===== src/smst_pkg.sv =====
package smst_pkg;

  // sequencer phases of one static-memory access
  typedef enum logic [2:0] {
    SMST_IDLE,
    SMST_SETUP,
    SMST_LEAD,
    SMST_STROBE,
    SMST_TAIL,
    SMST_RECOV
  } smst_state_t;

  // bit of the read-delay control word that adds the extra read cycle
  localparam int unsigned SMST_RD_DELAY_BIT = 5;
  localparam int unsigned SMST_RD_CTRL_W    = 8;
  // byte-lane strobes outlast write enable by this many cycles
  localparam int unsigned SMST_WE_TAIL_CYC  = 1;
  // idle cycles after chip select rises, keeping the address stable
  localparam int unsigned SMST_RECOV_CYC    = 1;
  // values after reset
  localparam logic        SMST_STROBE_RST   = 1'b0;
  localparam logic        SMST_DONE_RST     = 1'b0;

endpackage : smst_pkg


===== src/smst_seq.sv =====
`timescale 1ns/1ps
// Notes on behaviour
// - read: strobes stay off output_enable_wait cycles after chip select.
// - read_wait below output_enable_wait: strobes start with chip select.
// - read strobe delay never exceeds read_wait cycles.
// - read strobe width is read_wait minus output_enable_wait plus one, read_wait plus one if read_wait is lower.
// - control bit 5 set: one extra cycle before output enable.
// - control bit 5 set: read strobe one cycle shorter.
// - every strobe lasts at least one cycle.
// - write enable at write_enable_wait plus one, write_wait plus one if lower; lanes one cycle earlier.
// - write enable width is write_wait minus write_enable_wait plus one, one cycle if write_wait is lower.
// - write byte lanes last that plus two, at least three cycles.
// - write data valid at least one cycle before write enable.
// - address held one cycle after write enable rises.
// - write data held one cycle after write enable rises.
module smst_seq #(
  parameter int unsigned AW     = 24,
  parameter int unsigned DW     = 16,
  parameter int unsigned WAIT_W = 4
) (
  input  wire logic                             sys_clk_i,
  input  wire logic                             resetn_i,
  input  wire logic                             ce_i,
  input  wire logic                             req_i,
  input  wire logic                             req_we_i,
  input  wire logic [AW-1:0]                    req_addr_i,
  input  wire logic [DW-1:0]                    req_wdata_i,
  input  wire logic [DW/8-1:0]                  req_be_i,
  input  wire logic [WAIT_W-1:0]                output_enable_wait_i,
  input  wire logic [WAIT_W-1:0]                read_wait_i,
  input  wire logic [WAIT_W-1:0]                write_enable_wait_i,
  input  wire logic [WAIT_W-1:0]                write_wait_i,
  input  wire logic [smst_pkg::SMST_RD_CTRL_W-1:0] read_delay_control_i,
  input  wire logic [DW-1:0]                    mem_dq_i,
  output logic                                  req_ready_o,
  output logic                                  done_o,
  output logic [DW-1:0]                         rdata_o,
  output logic                                  mem_cs_n_o,
  output logic                                  mem_oe_n_o,
  output logic                                  mem_we_n_o,
  output logic [DW/8-1:0]                       byte_lane_strobe_n_o,
  output logic [AW-1:0]                         mem_addr_o,
  output logic [DW-1:0]                         mem_dq_o,
  output logic                                  mem_dq_oe_o
);
  import smst_pkg::*;

  localparam int unsigned BL = DW / 8;
  localparam int unsigned CW = WAIT_W + 1;

  if (WAIT_W < 1 || WAIT_W > 8 || DW < 8 || (DW % 8) != 0 || AW < 1)
  begin : g_chk
    $error("smst_seq: unsupported AW, DW or WAIT_W");
  end

  typedef struct packed {
    smst_state_t      state;
    logic             is_wr;
    logic             cs;
    logic             oe;
    logic             we;
    logic [BL-1:0]    byte_lane_strobe;
    logic             dq_oe;
    logic             done;
    logic [AW-1:0]    addr;
    logic [DW-1:0]    wdata;
    logic [DW-1:0]    rdata;
    logic [BL-1:0]    be;
    logic [CW-1:0]    rd_wid;
    logic [CW-1:0]    we_len;
    logic [WAIT_W-1:0] raw_oen;
    logic [WAIT_W-1:0] raw_rd;
    logic [WAIT_W-1:0] raw_wen;
    logic [WAIT_W-1:0] raw_wr;
    logic             raw_dly;
  } smst_seq_t;

  smst_seq_t st_ff;
  smst_seq_t nxt_st;

  logic          cnt_zero;
  logic          cnt_load;
  logic [CW-1:0] cnt_val;

  // widened copies of the wait fields
  logic [CW-1:0] oen_x, rd_x, wen_x, wr_x;
  logic          dly_bit, rd_ge, wr_ge;
  logic [CW-1:0] oen_plus, rd_dly, rd_wid0, rd_wid, wen_e, we_len;

  assign oen_x   = {1'b0, output_enable_wait_i};
  assign rd_x    = {1'b0, read_wait_i};
  assign wen_x   = {1'b0, write_enable_wait_i};
  assign wr_x    = {1'b0, write_wait_i};
  assign dly_bit = read_delay_control_i[SMST_RD_DELAY_BIT];
  assign rd_ge   = (rd_x >= oen_x);
  assign wr_ge   = (wr_x >= wen_x);

  // read delay: extra cycle allowed but capped at read_wait
  assign oen_plus = oen_x + CW'(dly_bit);
  assign rd_dly   = !rd_ge ? '0 :
                    (oen_plus > rd_x) ? rd_x : oen_plus;
  assign rd_wid0  = rd_ge ? CW'(rd_x - oen_x + 1'b1)
                          : CW'(rd_x + 1'b1);
  // shorter strobe with the delay bit, never below one cycle
  assign rd_wid   = (dly_bit && rd_wid0 > CW'(1)) ?
                    CW'(rd_wid0 - 1'b1) : rd_wid0;
  // write_wait below write_enable_wait clamps the lead to write_wait
  assign wen_e    = wr_ge ? wen_x : wr_x;
  assign we_len   = CW'(wr_x - wen_e);

  // access sequencer
  always_comb begin
    nxt_st      = st_ff;
    nxt_st.done = SMST_DONE_RST;
    cnt_load    = 1'b0;
    cnt_val     = '0;
    unique case (st_ff.state)
      SMST_IDLE: begin
        if (req_i) begin
          nxt_st.is_wr   = req_we_i;
          nxt_st.addr    = req_addr_i;
          nxt_st.wdata   = req_wdata_i;
          nxt_st.be      = req_be_i;
          nxt_st.rd_wid  = rd_wid;
          nxt_st.we_len  = we_len;
          nxt_st.raw_oen = output_enable_wait_i;
          nxt_st.raw_rd  = read_wait_i;
          nxt_st.raw_wen = write_enable_wait_i;
          nxt_st.raw_wr  = write_wait_i;
          nxt_st.raw_dly = dly_bit;
          nxt_st.cs      = 1'b1;
          nxt_st.dq_oe   = req_we_i;       // data first
          cnt_load       = 1'b1;
          if (req_we_i) begin
            if (wen_e == '0) begin
              nxt_st.state = SMST_LEAD;
              nxt_st.byte_lane_strobe   = req_be_i;
            end else begin
              nxt_st.state = SMST_SETUP;
              cnt_val      = CW'(wen_e - 1'b1);
            end
          end else if (rd_dly == '0) begin
            nxt_st.state = SMST_STROBE;
            nxt_st.oe    = 1'b1;
            nxt_st.byte_lane_strobe   = req_be_i;
            cnt_val      = CW'(rd_wid - 1'b1);
          end else begin
            nxt_st.state = SMST_SETUP;
            cnt_val      = CW'(rd_dly - 1'b1);
          end
        end
      end
      SMST_SETUP: begin
        if (cnt_zero) begin
          cnt_load   = 1'b1;
          nxt_st.byte_lane_strobe = st_ff.be;
          if (st_ff.is_wr) begin
            nxt_st.state = SMST_LEAD;
          end else begin
            nxt_st.state = SMST_STROBE;
            nxt_st.oe    = 1'b1;
            cnt_val      = CW'(st_ff.rd_wid - 1'b1);
          end
        end
      end
      SMST_LEAD: begin
        // byte lanes lead write enable by one cycle
        nxt_st.state = SMST_STROBE;
        nxt_st.we    = 1'b1;
        cnt_load     = 1'b1;
        cnt_val      = st_ff.we_len;
      end
      SMST_STROBE: begin
        if (cnt_zero) begin
          cnt_load = 1'b1;
          if (st_ff.is_wr) begin
            nxt_st.state = SMST_TAIL;
            nxt_st.we    = 1'b0;
            cnt_val      = CW'(SMST_WE_TAIL_CYC - 1);
          end else begin
            nxt_st.rdata = mem_dq_i;
            nxt_st.state = SMST_RECOV;
            nxt_st.oe    = 1'b0;
            nxt_st.byte_lane_strobe   = '0;
            nxt_st.cs    = 1'b0;
            nxt_st.done  = 1'b1;
            cnt_val      = CW'(SMST_RECOV_CYC - 1);
          end
        end
      end
      SMST_TAIL: begin
        // address and data stay put while lanes are still low
        if (cnt_zero) begin
          nxt_st.state = SMST_RECOV;
          nxt_st.byte_lane_strobe   = '0;
          nxt_st.cs    = 1'b0;
          nxt_st.done  = 1'b1;
          cnt_load     = 1'b1;
          cnt_val      = CW'(SMST_RECOV_CYC - 1);
        end
      end
      SMST_RECOV: begin
        // data still driven in the cycle after chip select rises
        if (cnt_zero) begin
          nxt_st.state = SMST_IDLE;
          nxt_st.dq_oe = 1'b0;
        end
      end
    endcase
  end

  always_ff @(posedge sys_clk_i or negedge resetn_i) begin
    if (!resetn_i) begin
      st_ff       <= '0;
      st_ff.state <= SMST_IDLE;
      st_ff.oe    <= SMST_STROBE_RST;
      st_ff.we    <= SMST_STROBE_RST;
    end else if (ce_i) begin
      st_ff <= nxt_st;
    end
  end

  smst_wait_cnt #(
    .CW (CW)
  ) u_cnt (
    .sys_clk_i  (sys_clk_i),
    .resetn_i   (resetn_i),
    .ce_i       (ce_i),
    .load_i     (cnt_load),
    .load_val_i (cnt_val),
    .zero_o     (cnt_zero)
  );

  // memory pins are active low; internal flags are active high
  assign req_ready_o          = (st_ff.state == SMST_IDLE);
  assign done_o               = st_ff.done;
  assign rdata_o              = st_ff.rdata;
  assign mem_cs_n_o           = ~st_ff.cs;
  assign mem_oe_n_o           = ~st_ff.oe;
  assign mem_we_n_o           = ~st_ff.we;
  assign byte_lane_strobe_n_o = ~st_ff.byte_lane_strobe;
  assign mem_addr_o           = st_ff.addr;
  assign mem_dq_o             = st_ff.wdata;
  assign mem_dq_oe_o          = st_ff.dq_oe;

  // helper ages: cycles since chip select and since strobe start
  logic [7:0] h_cs_age_ff, h_str_age_ff;
  logic       h_str_seen_ff;
  always_ff @(posedge sys_clk_i or negedge resetn_i) begin
    if (!resetn_i) begin
      h_cs_age_ff   <= '0;
      h_str_age_ff  <= '0;
      h_str_seen_ff <= 1'b0;
    end else if (ce_i) begin
      h_cs_age_ff   <= (st_ff.cs && nxt_st.cs) ? 8'(h_cs_age_ff + 1'b1)
                                               : 8'h00;
      h_str_age_ff  <= (st_ff.oe || st_ff.we) ? 8'(h_str_age_ff + 1'b1)
                                              : 8'h00;
      h_str_seen_ff <= st_ff.cs && (h_str_seen_ff || st_ff.oe || st_ff.we);
    end
  end
endmodule : smst_seq


===== src/smst_wait_cnt.sv =====
`timescale 1ns/1ps
// loadable down counter that times each phase of an access
module smst_wait_cnt #(
  parameter int unsigned CW = 5
) (
  input  wire logic          sys_clk_i,
  input  wire logic          resetn_i,
  input  wire logic          ce_i,
  input  wire logic          load_i,
  input  wire logic [CW-1:0] load_val_i,
  output logic               zero_o
);
  import smst_pkg::*;

  typedef struct packed {
    logic [CW-1:0] cnt;
  } smst_cnt_t;

  smst_cnt_t cnt_ff;
  smst_cnt_t nxt_cnt;

  if (CW < 1) begin : g_chk
    $error("smst_wait_cnt: CW must be at least 1");
  end

  // load wins over counting; holds at zero when idle
  always_comb begin
    nxt_cnt = cnt_ff;
    if (load_i) begin
      nxt_cnt.cnt = load_val_i;
    end else if (cnt_ff.cnt != '0) begin
      nxt_cnt.cnt = cnt_ff.cnt - 1'b1;
    end
  end

  always_ff @(posedge sys_clk_i or negedge resetn_i) begin
    if (!resetn_i) begin
      cnt_ff <= '0;
    end else if (ce_i) begin
      cnt_ff <= nxt_cnt;
    end
  end

  assign zero_o = (cnt_ff.cnt == '0);

endmodule : smst_wait_cnt


===== config.mk =====
export PLATFORM = sky130hd
export DESIGN_NAME = smst_seq
export DESIGN_NICKNAME = d
export VERILOG_FILES = /design/src/smst_pkg.sv /design/src/smst_seq.sv /design/src/smst_wait_cnt.sv
export SDC_FILE = /design/constraint.sdc
export NUM_CORES = 1
export LEC_CHECK = 0
export ABC_CLOCK_PERIOD_IN_PS = 4400
export BUFFER_PORTS_ARGS = -buffer_cell sky130_fd_sc_hd__buf_2
export CORE_ASPECT_RATIO = 0.8
export CORE_UTILIZATION = 58
export CTS_CLUSTER_SIZE = 20
export DETAILED_ROUTE_END_ITERATION = 10
export GPL_ROUTABILITY_DRIVEN = 0
export MAX_ROUTING_LAYER = met4
export PLACE_DENSITY_LB_ADDON = 0.12
export SLEW_MARGIN = 10
export SYNTH_ARGS = -nofsm -noshare
export SYNTH_HDL_FRONTEND = slang
export SYNTH_HIERARCHICAL = 1
export SYNTH_SLANG_ARGS = --single-unit

===== constraint.sdc =====
create_clock -name sys_clk_i -period 4.4 [get_ports sys_clk_i]
set_input_delay 0.88 -clock sys_clk_i [delete_from_list [all_inputs] [get_ports sys_clk_i]]
set_output_delay 0.88 -clock sys_clk_i [all_outputs]
set_load 0.005 [all_outputs]

==> summary.txt <==
Logic synthesis
  • Yosys warning total: 6
  • Syn Area/Cell: 10.1 µm²
  • Cell count after synthesis: 551
  • Mapped cell area: 5580 µm²
  • Top post-synthesis cells by area: dfrtp_1 (38%), mux2_2 (12%), buf_4 (7.5%), ha_1 (6.5%), o21ai_0 (2.7%)
  • Yosys cell types: 73
  • Number of synthesized flops with an enable pin: 0
  • #FFs+latches synth: 84
  • Synthesized Nets: 670
  • Cell taking the most area after synthesis: dfrtp_1
  • Sequential area share after synthesis: 37.7%
  • Main flop type after synthesis: dfrtp_1
  • Ys async rst share: 100%
  • Synth top area share: 37.7%

Final layout
  • Antenna fix cells: 0
  • Final core utilization: 68.7%
  • Most frequent cells in the layout: buf_2 (142), dfrtp_1 (84), mux2_2 (58)
  • Nets: 759
  • Area grow syn2layout: 13.2%
  • FILL cells: 706
  • Share of cells above drive strength 1: 38.4%
  • Commonest non-fill, non-tap cell in the layout: buf_2

Worst setup path
  • Worst Setup Path Type: in -> reg
  • WP data required: 4.62 ns
  • Crit path launch type: input port
  • Launching point of the worst reg2reg path: st_ff[94]
  • Arrival time worst endpoint: 4.27 ns
  • Reg2Reg Depth: 6
  • Worst setup endpoint: u_cnt/cnt_ff[2]
  • Crit. End Element: register
  • Worst setup path start: read_delay_control_i[5]
  • Reg-to-reg critical path endpoint: mem_addr_o[18]
  • FF-to-FF setup slack: 1.61 ns
  • Crit-path max FO: 5

Flow run
  • Maximum capacitance violations: 0

Routing
  • Residual DRC: 11
  • Routed wl met3: 685 µm
  • Wire length on met2: 5220 µm
  • DRT antenna net count: 0
  • WL final: 11200 µm
  • Routed wire per std cell: 14.8 µm
  • TritonRoute pass-1 iters: 10
  • Via count: 4237
  • Uppermost layer routed: met4
  • DRT iter0 DRCs: 257
  • DR vias/cell: 5.59
  • Met1 WL: 5210 µm

STA
  • Tcrit/Tclk final: 92.0%
  • Slew headroom: 31.2%
  • Final Hold Fails: 0
  • RSZ-0062 raised after global routing: no
  • Clock Skews: 0.00642 ns
  • Fin crit period: 4.05 ns
  • # setup viols final: 0
  • Max Slew Vio Count: 0
  • Setup TNS: 0 ns
  • FMAX: 247 MHz
  • Slew @ Worst Pin: 1.03 ns

Placement
  • Post-detail-place hpwl: 8370 µm
  • Port bufs: 143

Clock tree
  • Post_cts resized: 0
  • Clock Tree Root: clkbuf_16
  • CTS Hold Bufs: 0
  • CTS sink cnt: 84
  • H-Tree Depth: 3
  • Clk slew on worst S/H paths: 0.06 ns
  • Clk buf depth: 2
  • CTS tree: done
  • Post-CTS Setup Repair Bufs: 0
  • Number of CTS-inserted buffers: 9
  • Worst-skew pair later-pin latency: 0.34 ns

Pwr
  • Leakage power: 0.00315 µW
  • Pwr/cell area: 572 nW/µm²
  • Max VDD drop: 0.399 mV

Global route
  • Vias in the first global route: 4048
  • Pin count of the biggest net entering global routing: 85
  • GRT Overall Usage: 24.3%
  • Remaining global-route overflow: 0
  • Initial antenna violation count: 0
  • First-pass GRT wire length: 19000 µm

Outcome
  • Status: complete, but fails checks
  • Failing checks: DRC

Floorplanning
  • Die height: 89.7 µm
  • Io pins: 151
  • CORE AREA: 9190 µm²
  • Row count: 31
  • DIE AREA: 10000 µm²
  • Die Wd: 112 µm
  • Initial Util: 60.7%

Worst hold path
  • Worst Hold Class: reg -> reg
[worst min path at each step]
| stage | from | slack, ns | end | depth (start not counted) |
|---|---|---|---|---|
| 2_1_floorplan | st_ff[89] | 0.45 | st_ff[89] | 2 |
| 3_3_place_gp | rdata_o[11] | 0.47 | rdata_o[11] | 1 |
| 3_5_place_dp | st_ff[89] | 0.47 | st_ff[89] | 2 |
| 4_1_cts | st_ff[17] | 0.49 | st_ff[17] | 2 |
| 5_1_grt | mem_dq_o[9] | 0.51 | mem_dq_o[9] | 1 |
| 6_report | st_ff[17] | 0.49 | st_ff[17] | 2 |
[where the power goes]
group | switching, µW | internal (µW)
logic | 697 | 762
registers | 240 | 1140
clock network | 287 | 491
[per-layer routing]
layer  vias to the layer above  track usage (%)
li1                       2058                -
met1                      2029             31.8
met2                       144             38.7
met3                         6             6.14
met4                         0             4.50
met5                         -                -
[area by class of cell]
cell class	instances	area (µm²)	area share, %
multi-input cells	352	2820	44.6
flip-flops and latches	84	2100	33.3
repair buffers	154	801	12.7
clock buffers	10	229	3.63
inverters	39	146	2.32
well taps	115	144	2.28
clock inverters	4	76.3	1.21
[worst max-delay path, stage by stage]
cell and delay [ns]:
buf_2 0.15, ha_1 0.21, ha_1 0.21, xor2_1 0.24, ha_1 0.31, and3b_1 0.19
a2111oi_2 0.34, o21a_1 0.28, mux2i_4 0.31, nand2_4 0.08, o22a_1 0.22, ha_1 0.21
xor2_1 0.18, o21ai_1 0.08, nand2_1 0.10, o41ai_1 0.08, a22o_2 0.21
[kinds of logic after synthesis]
group / synth area share, %
muxes: 14.7
AOI/OAI and AO/OA: 14.9
DFF: 37.7
buffers and inverters: 11.8
adders and majority gates: 7.58
and+or+nand+nor: 10.5
xor gates and xnor gates: 2.67
[metrics by stage]
step | std cells | total power (µW) | hold slack (ns) | setup WS (ns) | instance area, µm²
after floorplan | 551 | 2620 | 0.448 | 0.336 | 5580
after global placement | 744 | 2790 | 0.466 | 0.0885 | 6010
after detailed placement | 744 | 2840 | 0.474 | 0.0406 | 6010
after CTS | 758 | 3630 | 0.488 | 0.376 | 6310
after global routing | 758 | 3870 | 0.505 | 0.0816 | 6310
final | 758 | 3610 | 0.486 | 0.352 | 6310
[cells in the mapped netlist (all sizes together), types with 7 or more instances]
library cell	count
nor3	11
mux2i	10
o21ai	33
clkbuf	10
buf	66
nand2	35
mux2	63
xnor2	10
nand3	8
nor2	29
o31ai	8
ha	29
dfrtp	84
a21oi	25
inv	39
xor2	7
[registers in the layout, indices dropped and copies added (netlist names)]
signal	count
done_o	1
mem_addr_o	24
mem_dq_o	16
mem_dq_oe_o	1
rdata_o	16
st_ff	21
u_cnt/cnt_ff	5
Note: power is estimated with default switching activity, not from simulation.
